$ cat config.mk
export PLATFORM = sky130hd
export DESIGN_NAME = supply_threshold_detector
export DESIGN_NICKNAME = d
export VERILOG_FILES = /design/src/hdl/svd_pkg.sv /design/src/hdl/svd_sync.sv /design/src/hdl/svd_startup.sv /design/src/hdl/supply_threshold_detector.sv
export SDC_FILE = /design/constraint.sdc
export NUM_CORES = 1
export LEC_CHECK = 0
export ABC_CLOCK_PERIOD_IN_PS = 1500
export CORE_MARGIN = 8
export CORE_UTILIZATION = 45
export CTS_CLUSTER_DIAMETER = 150
export CTS_CLUSTER_SIZE = 24
export DETAILED_ROUTE_END_ITERATION = 16
export DONT_BUFFER_PORTS = 1
export GPL_TIMING_DRIVEN = 0
export PLACE_DENSITY = 0.58
export SLEW_MARGIN = 40
export SYNTH_ARGS = -nofsm -noshare
export SYNTH_HDL_FRONTEND = slang
export SYNTH_HIERARCHICAL = 1
export SYNTH_SLANG_ARGS = --single-unit
$ cat constraint.sdc
create_clock -name aclk -period 1.5 [get_ports aclk]
set_input_delay 0.15 -clock aclk [delete_from_list [all_inputs] [get_ports aclk]]
set_output_delay 0.15 -clock aclk [all_outputs]
set_load 0.01 [all_outputs]
$ cat src/hdl/svd_pkg.sv
// package: register map, field layout, reset values and timing of the supply threshold detector
package svd_pkg;
  // =========================================================
  // register byte addresses
  localparam logic [7:0] ADDR_CONTROL    = 8'h00;
  localparam logic [7:0] ADDR_GLOBAL     = 8'h04;
  localparam logic [7:0] ADDR_FLAGS      = 8'h08;
  localparam logic [7:0] ADDR_ENABLES    = 8'h0C;
  localparam logic [7:0] ADDR_PRIORITIES = 8'h10;
  localparam logic [7:0] ADDR_IRQ_STATUS = 8'h14;
  localparam logic [7:0] ADDR_IRQ_CLEAR  = 8'h18;
  localparam logic [7:0] ADDR_IRQ_ENABLE = 8'h1C;
  localparam logic [7:0] ADDR_SLEEP      = 8'h20;
  // =========================================================
  // field positions
  localparam int POS_DIRECTION   = 7;
  localparam int POS_REF_STABLE  = 5;
  localparam int POS_ENABLE      = 4;
  localparam int POS_DET_BIT     = 2;
  localparam int POS_GLOBAL_IRQ  = 7;
  localparam int POS_PERIPH_IRQ  = 6;
  // =========================================================
  // masks of implemented writable bits
  localparam logic [7:0] MASK_CONTROL_WR = 8'h9F;
  localparam logic [7:0] MASK_GLOBAL_WR  = 8'hC0;
  localparam logic [7:0] MASK_DET_BIT    = 8'h04;
  // =========================================================
  // reset values
  localparam logic [7:0] RST_CONTROL = 8'h05;
  localparam logic [7:0] RST_GLOBAL  = 8'h00;
  localparam logic [7:0] RST_FLAGS   = 8'h00;
  localparam logic [7:0] RST_ENABLES = 8'h00;
  localparam logic [7:0] RST_PRIOS   = 8'h04;
  // =========================================================
  // trip select and timing
  localparam logic [3:0] TRIP_EXTERNAL = 4'hF;
  localparam int CLK_PERIOD_NS   = 10;
  localparam int STARTUP_TIME_NS = 20000;
  localparam int STARTUP_CYCLES  = (STARTUP_TIME_NS + CLK_PERIOD_NS - 1) / CLK_PERIOD_NS;
  localparam logic [1:0] RESP_OKAY   = 2'b00;
  localparam logic [1:0] RESP_SLVERR = 2'b10;
  // =========================================================
  // analogue front end steering and status
  typedef struct packed {
    logic       comp_enable;
    logic       use_external;
    logic [3:0] tap_select;
    logic       direction;
  } analog_ctrl_t;
  typedef struct packed {
    logic tripped;
    logic ref_ready;
  } analog_stat_t;
endpackage

$ cat src/hdl/svd_sync.sv
// three-stage synchroniser with agreement filter
`timescale 1ns/10ps
`default_nettype none
module svd_sync #(
  parameter int WIDTH = 2
) (
  input  wire logic             aclk,
  input  wire logic             aresetn,
  input  wire logic [WIDTH-1:0] async_in,
  output logic      [WIDTH-1:0] sync_out
);
  logic [WIDTH-1:0] s1_r, s2_r, s3_r, out_r;
  logic [WIDTH-1:0] out_nxt;
  always_comb begin
    out_nxt = out_r;
    for (int i = 0; i < WIDTH; i++) begin
      if (s2_r[i] == s3_r[i]) begin
        out_nxt[i] = s2_r[i];
      end
    end
  end
  always_ff @(posedge aclk) begin
    if (!aresetn) begin
      s1_r  <= '0;
      s2_r  <= '0;
      s3_r  <= '0;
      out_r <= '0;
    end else begin
      s1_r  <= async_in; // [RQ18]
      s2_r  <= s1_r;
      s3_r  <= s2_r;
      out_r <= out_nxt;
    end
  end
  assign sync_out = out_r;
endmodule
`default_nettype wire

$ cat src/hdl/svd_startup.sv
// reference start-up interval counter
`timescale 1ns/10ps
`default_nettype none
module svd_startup #(
  parameter int CYCLES = 2000
) (
  input  wire logic aclk,
  input  wire logic aresetn,
  input  wire logic enable,
  input  wire logic ref_ready,
  output logic      stable
);
  localparam int CW = $clog2(CYCLES + 1);
  localparam logic [CW-1:0] LAST = CW'(CYCLES);
  logic [CW-1:0] cnt_r, cnt_nxt;
  logic          stable_r, stable_nxt;
  always_comb begin
    cnt_nxt    = cnt_r;
    stable_nxt = stable_r;
    if (!enable) begin
      cnt_nxt    = '0;
      stable_nxt = 1'b0;
    end else if (cnt_r != LAST) begin
      cnt_nxt = cnt_r + CW'(1); // [RQ9]
    end else if (ref_ready) begin
      stable_nxt = 1'b1; // [RQ17]
    end
  end
  always_ff @(posedge aclk) begin
    if (!aresetn) begin
      cnt_r    <= '0;
      stable_r <= 1'b0;
    end else begin
      cnt_r    <= cnt_nxt;
      stable_r <= stable_nxt;
    end
  end
  assign stable = stable_r;
endmodule
`default_nettype wire

$ cat src/hdl/supply_threshold_detector.sv
// supply threshold detector control, flags and AXI4-Lite register slave
//
// How it works
// (RQ1) four-bit trip select in control bits 3:0 picks one of fifteen thresholds or the external input
// (RQ2) trip select all ones steers the external detect input to the comparator
// (RQ3) comparator trip at selected point in set direction sets the detector flag
// (RQ4) direction bit one detects rising supply, zero detects falling supply
// (RQ5) software disables, writes trip select, direction, then re-enables
// (RQ6) software clears stale detector flag after enabling
// (RQ7) software sets detector enable and global enable bits for interrupts
// (RQ8) no detector interrupt before the reference stable bit is set
// (RQ9) after enable, flag setting blocked for a fixed reference start-up time
// (RQ10) software enables the detector only briefly to save static current
// (RQ11) enabled detector keeps running in sleep; a trip sets flag and wakes core
// (RQ12) wake vectors to interrupt only with global enable, else resumes after sleep
// (RQ13) any reset restores all registers, leaving the detector disabled
// (RQ14) unimplemented bits read zero and ignore writes
// (RQ15) direction one: event at or above trip; zero: at or below
// (RQ16) code 1110 is highest threshold, 0000 lowest, ordered by code
// (RQ17) reference stable is read-only, clears on reset, set by hardware only
// (RQ18) comparator output and reference ready are synchronised before use
`timescale 1ns/10ps
`default_nettype none
module supply_threshold_detector #(
  parameter int STARTUP_CYCLES = svd_pkg::STARTUP_CYCLES
) (
  input  wire logic                  aclk,
  input  wire logic                  aresetn,
  input  wire logic [7:0]            s_axi_awaddr,
  input  wire logic                  s_axi_awvalid,
  output logic                       s_axi_awready,
  input  wire logic [31:0]           s_axi_wdata,
  input  wire logic [3:0]            s_axi_wstrb,
  input  wire logic                  s_axi_wvalid,
  output logic                       s_axi_wready,
  output logic [1:0]                 s_axi_bresp,
  output logic                       s_axi_bvalid,
  input  wire logic                  s_axi_bready,
  input  wire logic [7:0]            s_axi_araddr,
  input  wire logic                  s_axi_arvalid,
  output logic                       s_axi_arready,
  output logic [31:0]                s_axi_rdata,
  output logic [1:0]                 s_axi_rresp,
  output logic                       s_axi_rvalid,
  input  wire logic                  s_axi_rready,
  input  wire svd_pkg::analog_stat_t analog_stat,
  output svd_pkg::analog_ctrl_t      analog_ctrl,
  input  wire logic                  core_sleeping,
  output logic                       wake_r,
  output logic                       vector_to_isr_r,
  output logic                       irq_r
);
  import svd_pkg::*;
  // =========================================================
  // state
  logic [7:0]   ctrl_r, ctrl_nxt, glob_r, glob_nxt, flags_r, flags_nxt;
  logic [7:0]   ens_r, ens_nxt, prio_r, prio_nxt;
  logic         sts_r, sts_nxt, ien_r, ien_nxt;
  analog_ctrl_t actl_r, actl_nxt;
  logic         wake_nxt, vec_nxt, irq_nxt;
  logic         aw_got_r, aw_got_nxt, w_got_r, w_got_nxt;
  logic [7:0]   awaddr_r, awaddr_nxt;
  logic [31:0]  wdata_r, wdata_nxt;
  logic         bvalid_r, bvalid_nxt, rvalid_r, rvalid_nxt;
  logic [1:0]   bresp_r, bresp_nxt, rresp_r, rresp_nxt;
  logic [31:0]  rdata_r, rdata_nxt;
  logic [1:0]   synced;
  logic         trip_s, ref_s, stable, trip_d_r, trip_edge, event_set;
  logic         do_write, wr_lane0;
  logic [7:0]   wbyte;
  logic         wdata_strb0_r, wdata_strb0_nxt;
  logic         awready_r, wready_r, arready_r;
  // =========================================================
  // synchronisers and start-up timer
  svd_sync #(.WIDTH(2)) u_sync (
    .aclk     (aclk),
    .aresetn  (aresetn),
    .async_in ({analog_stat.tripped, analog_stat.ref_ready}),
    .sync_out (synced)
  ); // [RQ18]
  assign trip_s = synced[1];
  assign ref_s  = synced[0];
  svd_startup #(.CYCLES(STARTUP_CYCLES)) u_start (
    .aclk      (aclk),
    .aresetn   (aresetn),
    .enable    (ctrl_r[POS_ENABLE]),
    .ref_ready (ref_s),
    .stable    (stable)
  );
  // comparator polarity is handled in the front end from the direction bit
  assign trip_edge = trip_s & ~trip_d_r;
  assign event_set = ctrl_r[POS_ENABLE] & ctrl_r[POS_REF_STABLE] & trip_edge; // [RQ3] [RQ8] [RQ9]
  // =========================================================
  // write path helpers
  function automatic logic [7:0] merge(input logic [7:0] old, input logic [7:0] nw, input logic [7:0] m);
    merge = (old & ~m) | (nw & m);
  endfunction
  assign do_write = aw_got_r & w_got_r & ~bvalid_r;
  assign wr_lane0 = do_write & wdata_strb0_r;
  assign wbyte    = wdata_r[7:0];
  // =========================================================
  // registers and detector logic
  always_comb begin
    ctrl_nxt  = ctrl_r;
    glob_nxt  = glob_r;
    flags_nxt = flags_r;
    ens_nxt   = ens_r;
    prio_nxt  = prio_r;
    sts_nxt   = sts_r;
    ien_nxt   = ien_r;
    if (wr_lane0) begin
      unique case (awaddr_r)
        ADDR_CONTROL:    ctrl_nxt  = merge(ctrl_r, wbyte, MASK_CONTROL_WR); // [RQ1] [RQ14]
        ADDR_GLOBAL:     glob_nxt  = merge(glob_r, wbyte, MASK_GLOBAL_WR);
        ADDR_FLAGS:      flags_nxt = merge(flags_r, wbyte, MASK_DET_BIT);
        ADDR_ENABLES:    ens_nxt   = merge(ens_r, wbyte, MASK_DET_BIT);
        ADDR_PRIORITIES: prio_nxt  = merge(prio_r, wbyte, MASK_DET_BIT);
        ADDR_IRQ_CLEAR:  sts_nxt   = sts_r & ~wbyte[0];
        ADDR_IRQ_ENABLE: ien_nxt   = wbyte[0];
        default: ;
      endcase
    end
    ctrl_nxt[POS_REF_STABLE] = stable; // [RQ17]
    if (event_set) begin
      flags_nxt[POS_DET_BIT] = 1'b1; // [RQ3] [RQ11]
      sts_nxt                = 1'b1;
    end
  end
  always_comb begin
    actl_nxt.comp_enable  = ctrl_r[POS_ENABLE];
    actl_nxt.use_external = (ctrl_r[3:0] == TRIP_EXTERNAL); // [RQ2]
    actl_nxt.tap_select   = ctrl_r[3:0]; // [RQ16]
    actl_nxt.direction    = ctrl_r[POS_DIRECTION]; // [RQ4] [RQ15]
    wake_nxt = core_sleeping & flags_r[POS_DET_BIT] & ens_r[POS_DET_BIT]; // [RQ11]
    vec_nxt  = flags_r[POS_DET_BIT] & ens_r[POS_DET_BIT] & glob_r[POS_GLOBAL_IRQ]; // [RQ12]
    irq_nxt  = sts_r & ien_r;
  end
  always_ff @(posedge aclk) begin
    if (!aresetn) begin
      ctrl_r   <= RST_CONTROL; // [RQ13]
      glob_r   <= RST_GLOBAL;
      flags_r  <= RST_FLAGS;
      ens_r    <= RST_ENABLES;
      prio_r   <= RST_PRIOS;
      sts_r    <= 1'b0;
      ien_r    <= 1'b0;
      actl_r   <= '0;
      wake_r   <= 1'b0;
      vector_to_isr_r <= 1'b0;
      irq_r    <= 1'b0;
      trip_d_r <= 1'b0;
    end else begin
      ctrl_r   <= ctrl_nxt;
      glob_r   <= glob_nxt;
      flags_r  <= flags_nxt;
      ens_r    <= ens_nxt;
      prio_r   <= prio_nxt;
      sts_r    <= sts_nxt;
      ien_r    <= ien_nxt;
      actl_r   <= actl_nxt;
      wake_r   <= wake_nxt;
      vector_to_isr_r <= vec_nxt;
      irq_r    <= irq_nxt;
      trip_d_r <= trip_s;
    end
  end
  assign analog_ctrl = actl_r;
  // =========================================================
  // axi4-lite slave
  function automatic logic addr_ok(input logic [7:0] a);
    addr_ok = (a == ADDR_CONTROL) || (a == ADDR_GLOBAL) || (a == ADDR_FLAGS) ||
              (a == ADDR_ENABLES) || (a == ADDR_PRIORITIES) || (a == ADDR_IRQ_STATUS) ||
              (a == ADDR_IRQ_CLEAR) || (a == ADDR_IRQ_ENABLE) || (a == ADDR_SLEEP);
  endfunction
  always_comb begin
    aw_got_nxt = aw_got_r;
    w_got_nxt  = w_got_r;
    awaddr_nxt = awaddr_r;
    wdata_nxt  = wdata_r;
    wdata_strb0_nxt = wdata_strb0_r;
    bvalid_nxt = bvalid_r;
    bresp_nxt  = bresp_r;
    rvalid_nxt = rvalid_r;
    rresp_nxt  = rresp_r;
    rdata_nxt  = rdata_r;
    if (s_axi_awvalid && !aw_got_r) begin
      aw_got_nxt = 1'b1;
      awaddr_nxt = {s_axi_awaddr[7:2], 2'b00};
    end
    if (s_axi_wvalid && !w_got_r) begin
      w_got_nxt       = 1'b1;
      wdata_nxt       = s_axi_wdata;
      wdata_strb0_nxt = s_axi_wstrb[0];
    end
    if (do_write) begin
      aw_got_nxt = 1'b0;
      w_got_nxt  = 1'b0;
      bvalid_nxt = 1'b1;
      bresp_nxt  = addr_ok(awaddr_r) ? RESP_OKAY : RESP_SLVERR;
    end else if (bvalid_r && s_axi_bready) begin
      bvalid_nxt = 1'b0;
    end
    if (s_axi_arvalid && !rvalid_r) begin
      rvalid_nxt = 1'b1;
      rresp_nxt  = RESP_OKAY;
      rdata_nxt  = 32'h0000_0000;
      unique case ({s_axi_araddr[7:2], 2'b00})
        ADDR_CONTROL:    rdata_nxt[7:0] = ctrl_r; // [RQ14] [RQ17]
        ADDR_GLOBAL:     rdata_nxt[7:0] = glob_r;
        ADDR_FLAGS:      rdata_nxt[7:0] = flags_r;
        ADDR_ENABLES:    rdata_nxt[7:0] = ens_r;
        ADDR_PRIORITIES: rdata_nxt[7:0] = prio_r;
        ADDR_IRQ_STATUS: rdata_nxt[0]   = sts_r;
        ADDR_IRQ_CLEAR:  rdata_nxt      = 32'h0000_0000;
        ADDR_IRQ_ENABLE: rdata_nxt[0]   = ien_r;
        ADDR_SLEEP:      rdata_nxt[0]   = core_sleeping;
        default:         rresp_nxt      = RESP_SLVERR;
      endcase
    end else if (rvalid_r && s_axi_rready) begin
      rvalid_nxt = 1'b0;
    end
  end
  always_ff @(posedge aclk) begin
    if (!aresetn) begin
      aw_got_r <= 1'b0;
      w_got_r  <= 1'b0;
      awaddr_r <= 8'h00;
      wdata_r  <= 32'h0000_0000;
      wdata_strb0_r <= 1'b0;
      bvalid_r <= 1'b0;
      bresp_r  <= RESP_OKAY;
      rvalid_r <= 1'b0;
      rresp_r  <= RESP_OKAY;
      rdata_r  <= 32'h0000_0000;
      awready_r <= 1'b1;
      wready_r  <= 1'b1;
      arready_r <= 1'b1;
    end else begin
      aw_got_r <= aw_got_nxt;
      w_got_r  <= w_got_nxt;
      awaddr_r <= awaddr_nxt;
      wdata_r  <= wdata_nxt;
      wdata_strb0_r <= wdata_strb0_nxt;
      bvalid_r <= bvalid_nxt;
      bresp_r  <= bresp_nxt;
      rvalid_r <= rvalid_nxt;
      rresp_r  <= rresp_nxt;
      rdata_r  <= rdata_nxt;
      awready_r <= ~aw_got_nxt;
      wready_r  <= ~w_got_nxt;
      arready_r <= ~rvalid_nxt;
    end
  end
  assign s_axi_awready = awready_r;
  assign s_axi_wready  = wready_r;
  assign s_axi_bvalid  = bvalid_r;
  assign s_axi_bresp   = bresp_r;
  assign s_axi_arready = arready_r;
  assign s_axi_rvalid  = rvalid_r;
  assign s_axi_rresp   = rresp_r;
  assign s_axi_rdata   = rdata_r;
  // =========================================================
  // checks
  property p_no_flag_unstable;
    @(posedge aclk) disable iff (!aresetn)
      (!flags_r[POS_DET_BIT] && flags_nxt[POS_DET_BIT] && !wr_lane0) |-> ctrl_r[POS_REF_STABLE];
  endproperty
  a_no_flag_unstable: assert property (p_no_flag_unstable) else $error("flag set before reference stable"); // [RQ8]
  property p_ext_route;
    @(posedge aclk) disable iff (!aresetn)
      $past(aresetn) |-> (actl_r.use_external == ($past(ctrl_r[3:0]) == TRIP_EXTERNAL));
  endproperty
  a_ext_route: assert property (p_ext_route) else $error("external route mismatch"); // [RQ2]
  property p_tap;
    @(posedge aclk) disable iff (!aresetn)
      $past(aresetn) |-> (actl_r.tap_select == $past(ctrl_r[3:0]));
  endproperty
  a_tap: assert property (p_tap) else $error("trip select not applied"); // [RQ1]
  property p_dir;
    @(posedge aclk) disable iff (!aresetn)
      $past(aresetn) |-> (actl_r.direction == $past(ctrl_r[POS_DIRECTION]));
  endproperty
  a_dir: assert property (p_dir) else $error("direction not applied"); // [RQ4]
  property p_event_flag;
    @(posedge aclk) disable iff (!aresetn) event_set |=> flags_r[POS_DET_BIT] && sts_r;
  endproperty
  a_event_flag: assert property (p_event_flag) else $error("trip did not set flag"); // [RQ3]
  property p_stable_drop;
    @(posedge aclk) disable iff (!aresetn) !ctrl_r[POS_ENABLE] |-> ##2 !ctrl_r[POS_REF_STABLE];
  endproperty
  a_stable_drop: assert property (p_stable_drop) else $error("stable while disabled"); // [RQ9]
  property p_unimpl;
    @(posedge aclk) disable iff (!aresetn)
      (ctrl_r[6] == 1'b0) && ((flags_r & ~MASK_DET_BIT) == 8'h00) && ((ens_r & ~MASK_DET_BIT) == 8'h00);
  endproperty
  a_unimpl: assert property (p_unimpl) else $error("unimplemented bit set"); // [RQ14]
  property p_wake;
    @(posedge aclk) disable iff (!aresetn)
      (core_sleeping && flags_r[POS_DET_BIT] && ens_r[POS_DET_BIT]) |=> wake_r;
  endproperty
  a_wake: assert property (p_wake) else $error("no wake on trip in sleep"); // [RQ11]
  property p_vector;
    @(posedge aclk) disable iff (!aresetn) vector_to_isr_r |-> $past(glob_r[POS_GLOBAL_IRQ]);
  endproperty
  a_vector: assert property (p_vector) else $error("vector without global enable"); // [RQ12]
  property p_reset;
    @(posedge aclk) !aresetn |=> (ctrl_r == RST_CONTROL) && !actl_r.comp_enable;
  endproperty
  a_reset: assert property (p_reset) else $error("reset did not disable"); // [RQ13]
  property p_irq;
    @(posedge aclk) disable iff (!aresetn) $past(aresetn) |-> (irq_r == $past(sts_r && ien_r));
  endproperty
  a_irq: assert property (p_irq) else $error("interrupt output not following enabled status"); // [RQ8]
endmodule
`default_nettype wire

==> impl_metrics.py, run 1 <==
metrics = {
    "synthesis": {
        "postSynthCellCount": 325,
        "synth_top_family_by_area": "simple AND/OR/NAND/NOR gates",
        "yosysMostFrequentCell": "dfxtp_1",
        "synthSimpleGateAreaFrac_pct": 24.4,
        "synth_cell_types": 52,
        "seq_area_frac_synth_pct": 46.5,
        "synthTopCellsByArea": "dfxtp_1 (47%), mux2i_1 (8.6%), buf_4 (6.0%)",
        "ys_ff_latch": 76,
        "yosys.area_share.adder_pct": 0.765,
        "synth-warning-count": 6,
        "postSynthAreaPerCell_um2": 10.1,
        "synth-main-ff-cell": "dfxtp_1",
        "synth_xor_xnor_area_share_pct": 0.536,
        "async_flop_share_pct": 0,
        "synth_edf_count": 0,
        "synthMuxAreaShare_pct": 9.95,
        "synth_top_area_share_pct": 46.5,
        "synth_compound_gate_area_share_pct": 8.69,
        "yosys.area.top_type": "dfxtp_1",
        "ys_top_cells_by_count": "dfxtp_1 (76), nor2b_1 (30), mux2i_1 (28)",
        "synth_area_um2": 3270,
    },
    "place": {
        "place_ws_ns": 0.00954,
        "io_buffers": 0,
        "hpwlAfterDp_um": 5070,
        "place_area_um2": 3490,
        "place.gp.congestion": 0.770,
    },
    "clocking": {
        "htreeDepth": 3,
        "cts_tree": "yes",
        "clockRootBuffer": "clkbuf_8",
        "clk_path_buf_depth": 2,
        "cts_num_sinks": 76,
        "cts-buffers-inserted": 9,
        "clock_latency_ns": 0.34,
        "cts_setup_buffers": 0,
        "clk_pin_slew_worst_paths_ns": 0.08,
    },
    "timing": {
        "whs_ns": 0.0138,
        "drv_slew": 0,
        "setup_ws_ns": 0.0625,
        "finalClockSkew_ns": 0.0126,
        "tns_ns": 0,
        "period_needed_ns": 1.44,
        "rsz0062_at_grt": "no",
        "finalCritPeriodShare_pct": 95.8,
        "setup_viol": 0,
        "fmax_mhz": 696,
        "hold_violations": 0,
    },
    "finish": {
        "fin_nets": 446,
        "diodes": 0,
        "synthToLayoutAreaGrowth_pct": 19.7,
        "final_area_um2": 3910,
        "drive_above_1_share_pct": 16.3,
    },
    "routing": {
        "ant_nets": 0,
        "drtIter0Drc": 55,
        "dr.pass1.iters": 4,
        "via_per_inst": 4.82,
        "finalWirelength_um": 7020,
        "drc": 0,
        "wl_per_cell_um": 14.5,
        "vias": 2336,
    },
    "floorplan": {
        "die_y_um": 101,
        "die_w_um": 101,
        "die_area_um2": 10200,
        "io_pins": 113,
        "row_count": 31,
        "coreArea_um2": 7140,
        "initial_core_util_pct": 45.8,
    },
    "min_path": {
        "hold_path_class": "in -> reg",
    },
    "worst_setup_path": {
        "cp_max_fo": 5,
        "end_kind": "flip-flop",
        "critPathKind": "reg -> reg",
        "worstPathRequired_ns": 1.77,
        "start_kind": "flip-flop",
        "critPathArrivalTime_ns": 1.70,
    },
    "run_status": {
        "outcome": "completed",
    },
    "global_route": {
        "grt_pass1_wl_um": 11700,
        "grt.met3_usage_pct": 3.71,
        "antenna_found_initial": 0,
        "grt_max_degree": 13,
        "track_usage_pct": 14.6,
        "overflow": 0,
        "grt_pass1_vias": 2343,
        "met2_usage_pct": 25.1,
        "gr-usage-met1_pct": 16.6,
        "busiest_layer": "met2",
    },
    "power": {
        "p_leak_nw": 1.65,
        "ir_drop_mv": 0.601,
        "power.density_nw_per_um2": 1030,
    },
    "run": {
        "drv_cap": 0,
    },
}
critical path: stages (launching register included):
cell      delay (ns)
dfxtp_4         0.37
inv_1           0.06
ha_1            0.20
and4bb_2        0.26
a311o_1         0.35
a21oi_1         0.13
where the power goes:
part | total, mW | switching, mW | internal, mW
Sequential | 2.12 | 0.0525 | 2.07
Clock | 1.59 | 0.738 | 0.855
Combinational | 0.333 | 0.156 | 0.177
Total | 4.05 | 0.947 | 3.10
worst paths after layout:
kind | slack (ns) | cells past startpoint | start | to
max reg2reg | 0.06 | 5 | u_start/cnt_r[0] | u_start/cnt_r[2]
min reg2reg | 0.44 | 1 | u_sync/s1_r[0] | u_sync/s2_r[0]
max | 0.06 | 5 | u_start/cnt_r[0] | u_start/cnt_r[2]
min | 0.01 | 3 | s_axi_rready | s_axi_rvalid
layer usage:
layer  vias up  wire, µm
li1       1202         -
met1      1090      3070
met2        38      3520
met3         6       344
met4         0        82
met5         -         0
what timing repair did:
item / in CTS / in global routing
endpoints found under the setup margin: 1 / 10
gates resized for setup: 1 / 4
hold endpoints to repair: 23 / 0
hold buffers: 22 / 0
pin swaps: 0 / 0
state kept, by name, indices dropped and copies added, names as in the netlist, 2 cells and up:
| register | cells |
|---|---|
| glob_r | 2 |
| s_axi_rdata | 8 |
| wdata_r | 7 |
| u_sync/s2_r | 2 |
| u_start/cnt_r | 11 |
| u_sync/s1_r | 2 |
| ctrl_r | 7 |
| awaddr_r | 6 |
| u_sync/s3_r | 2 |
| u_sync/sync_out | 2 |
| analog_ctrl | 7 |
through the flow:
step | total power [mW] | std cells | util, %
after floorplan | 2.41 | 350 | -
after global placement | 2.45 | 449 | 48.9
after detailed placement | 2.45 | 449 | 48.9
after CTS | 4.09 | 486 | 54.8
after global routing | 4.23 | 485 | 54.8
final | 4.05 | 485 | 54.8
layout by cell type, fill, tap and decap left out, types with 4 or more instances in the layout:
cell,n
dlygate4sd3_1,22
and4_1,4
mux2_2,4
mux2i_1,28
nand2_1,15
nor2_1,10
nor2b_1,29
buf_4,26
clkbuf_1,10
a22oi_1,4
clkbuf_8,11
a21oi_1,9
nand2b_1,5
dfxtp_1,73
and2_1,14
nand3_1,8
inv_1,8
conb_1,26
nand4_1,7
o31ai_1,6
buf_2,4
o21ai_0,6
a31oi_1,4
layout make-up:
cell class,instances,area [µm²]
Buffer,40,260
Timing Repair Buffer,22,220
Sequential cell,76,1530
Clock inverter,3,46.3
Multi-Input combinational cell,225,1550
Clock buffer,12,155
Inverter,8,30.0
Tap cell,99,124
Fill cell,666,3220
kinds of logic (layout without fill, tap and decap cells):
kind of cell / Yosys count / after routing
AO/OA/AOI/OAI: 41 / 41
XOR/XNOR: 2 / 2
AND/OR/NAND/NOR: 122 / 122
flip-flops: 76 / 76
buffers and inverters: 49 / 85
other: 1 / 26
adder cells (fa/ha/maj): 2 / 2
multiplexers: 32 / 32
(Power assumes the default switching activity.)
==> run 2: changes to the inputs <==
Settings changed: ABC_AREA from default to 1, MAX_ROUTING_LAYER from default to met4.
==> run 2 against run 1 <==
Critical path depth increased by 1; largest power group unchanged; maximum frequency increased by 14%; critical path type unchanged; register-to-register slack improved by 0.18 ns; wire length increased by 2.3%; area after synthesis increased by 1.3%.
==> impl_metrics.py, run 2 <==
metrics = {
    "clocking": {
        "clk_pin_slew_worst_paths_ns": 0.08,
        "clockRootBuffer": "clkbuf_8",
        "cts_setup_buffers": 0,
        "cts_tree": "yes",
        "clk_path_buf_depth": 2,
        "cts_num_sinks": 76,
        "post_cts_resized": 0,
        "htreeDepth": 3,
        "cts-buffers-inserted": 9,
        "clock_latency_ns": 0.34,
    },
    "finish": {
        "synthToLayoutAreaGrowth_pct": 18.7,
        "largest_reg_flops": 11,
        "final_common_cell": "dfxtp_1",
        "layout_common_cells": "dfxtp_1 (76), nand2_1 (72), nor2_1 (53), inv_1 (48), a21oi_1 (30)",
        "diodes": 0,
        "final_cells": 586,
        "post-route-util_pct": 54.8,
        "drive_above_1_share_pct": 16.6,
        "fin_nets": 546,
        "largest_register": "u_start/cnt_r",
    },
    "synthesis": {
        "seq_area_frac_synth_pct": 45.9,
        "synth-main-ff-cell": "dfxtp_1",
        "synth_top_area_share_pct": 45.9,
        "synth-warning-count": 6,
        "synth_edf_count": 0,
        "async_flop_share_pct": 0,
        "synth_cell_types": 31,
        "yosys.area.top_type": "dfxtp_1",
        "yosysMostFrequentCell": "dfxtp_1",
        "ys_top_cells_by_count": "dfxtp_1 (76), nand2_1 (72), nor2_1 (53)",
        "postSynthCellCount": 425,
        "synth_area_um2": 3310,
        "ys_ff_latch": 76,
        "synthTopCellsByArea": "dfxtp_1 (46%), nand2_1 (8.2%), nor2_1 (6.0%)",
        "postSynthAreaPerCell_um2": 7.80,
    },
    "routing": {
        "dr.pass1.iters": 5,
        "wl_per_cell_um": 12.2,
        "finalWirelength_um": 7180,
        "vias": 2669,
        "ant_nets": 0,
        "drc": 0,
        "drtIter0Drc": 84,
        "via_per_inst": 4.55,
    },
    "worst_setup_path": {
        "worstPathRequired_ns": 1.72,
        "path_cells": "inv_1 -> nand4_4 -> nor2_8 -> nand2_8 -> nand2_1 -> o211ai_2",
        "cp_max_fo": 9,
        "crit_buf_inv": 1,
        "critPathKind": "reg -> reg",
        "cp_slowest_cell": "dfxtp_1",
        "cp_slowest_stage_delay_ns": 0.35,
        "cpLargestDelayFamily": "simple AND/OR/NAND/NOR gates",
        "r2r_slack_ns": 0.24,
        "critPathArrivalTime_ns": 1.48,
        "start_kind": "flip-flop",
        "end_kind": "flip-flop",
    },
    "global_route": {
        "grt_pass1_vias": 2527,
        "track_usage_pct": 15.0,
        "grt_pass1_wl_um": 11800,
        "overflow": 0,
        "grt_max_degree": 14,
        "antenna_found_initial": 0,
    },
    "power": {
        "netSwitchingPower_mw": 1.01,
        "p_int_mw": 3.00,
        "pwr-share-seq_pct": 53.3,
        "p_comb_share_pct": 9.1,
        "power.density_nw_per_um2": 1020,
        "clkPwrFrac_pct": 37.5,
        "ir_drop_mv": 0.493,
        "p_leak_nw": 1.73,
        "p_sw_share_pct": 25.2,
    },
    "place": {
        "io_buffers": 0,
        "hpwlAfterDp_um": 5490,
        "dp_cells": 549,
        "place.gp.congestion": 0.807,
    },
    "floorplan": {
        "row_count": 31,
        "die_w_um": 102,
        "die_area_um2": 10400,
        "die_y_um": 102,
        "io_pins": 113,
        "coreArea_um2": 7180,
        "initial_core_util_pct": 46.2,
    },
    "timing": {
        "period_needed_ns": 1.26,
        "drv_slew": 0,
        "rsz0062_at_grt": "no",
        "fmax_mhz": 794,
        "hold_violations": 0,
        "setup_viol": 0,
        "tns_ns": 0,
        "whs_ns": 0.0288,
        "finalCritPeriodShare_pct": 84.0,
        "finalClockSkew_ns": 0.00752,
    },
    "run_status": {
        "outcome": "completed",
    },
    "run": {
        "drv_cap": 0,
    },
    "min_path": {
        "hold_path_class": "in -> reg",
    },
}
-- run 2: changes by cell type after synthesis, sizes merged, moves of 14 or more --
cell,change
a21oi,+24
and2,-14
inv,+44
mux2i,-28
nand2,+62
nand3,+20
nor2,+58
nor2b,-30
o21ai,+32
-- run 2: cells by family (layout without fill, tap and decap cells) --
| family | count (synthesis) | count (layout) | share of synthesized area [%] |
|---|---|---|---|
| AOI/OAI and AO/OA | 74 | 74 | 12.5 |
| xor gates and xnor gates | 1 | 1 | 0.264 |
| adders and majority gates | 2 | 2 | 0.755 |
| buffers and inverters | 84 | 121 | 12.6 |
| DFF | 76 | 76 | 45.9 |
| other | 1 | 26 | 0.113 |
| and+or+nand+nor | 187 | 187 | 27.8 |
-- run 2: final cells by class --
type                       count  area [µm²]
tap                           99         124
inverter                      52         195
buffer                        32         223
multi-input combinational    290        1470
timing repair buffer          21         210
clock buffer                  10         128
fill                         700        3240
sequential                    76        1520
clock inverter                 6        65.1
-- run 2: final timing paths --
check / start / endpoint / cells past startpoint
setup / recovery: s_axi_bvalid / ctrl_r[0] / 6
hold / removal: s_axi_arvalid / s_axi_rvalid / 2
setup reg to reg: s_axi_bvalid / ctrl_r[0] / 6
hold reg to reg: u_sync/s1_r[0] / u_sync/s2_r[0] / 2
-- run 2: per-stage QoR --
step	instance area (µm²)	worst slack, ns	power, mW
final	3930	0.241	4.01
after detailed placement	3530	0.232	2.50
after floorplan	3410	0.355	2.44
after CTS	3930	0.229	4.05
after global routing	3930	0.0755	4.20
after global placement	3530	0.241	2.49
-- run 2: power by group through the flow --
| stage | logic [mW] | clock network (mW) | registers, mW |
|---|---|---|---|
| global route | 0.414 | 1.64 | 2.15 |
| global placement | 0.309 | 0 | 2.18 |
| CTS | 0.363 | 1.55 | 2.14 |
| finish | 0.366 | 1.50 | 2.14 |
| floorplan | 0.269 | 0 | 2.17 |
| detailed placement | 0.314 | 0 | 2.19 |
-- run 2: what timing repair did --
action	CTS	global route
endpoints found under the setup margin	0	0
hold buffers	21	0
endpoints found under the hold margin	28	0
-- run 2: metal layers --
| metal | up-vias | global-route usage [%] | wire length (µm) |
|---|---|---|---|
| met5 | - | - | 0 |
| met2 | 64 | 24.5 | 3400 |
| met1 | 1174 | 16.5 | 3110 |
| met3 | 10 | 4.12 | 559 |
| met4 | 0 | 6.87 | 110 |
| li1 | 1421 | - | - |
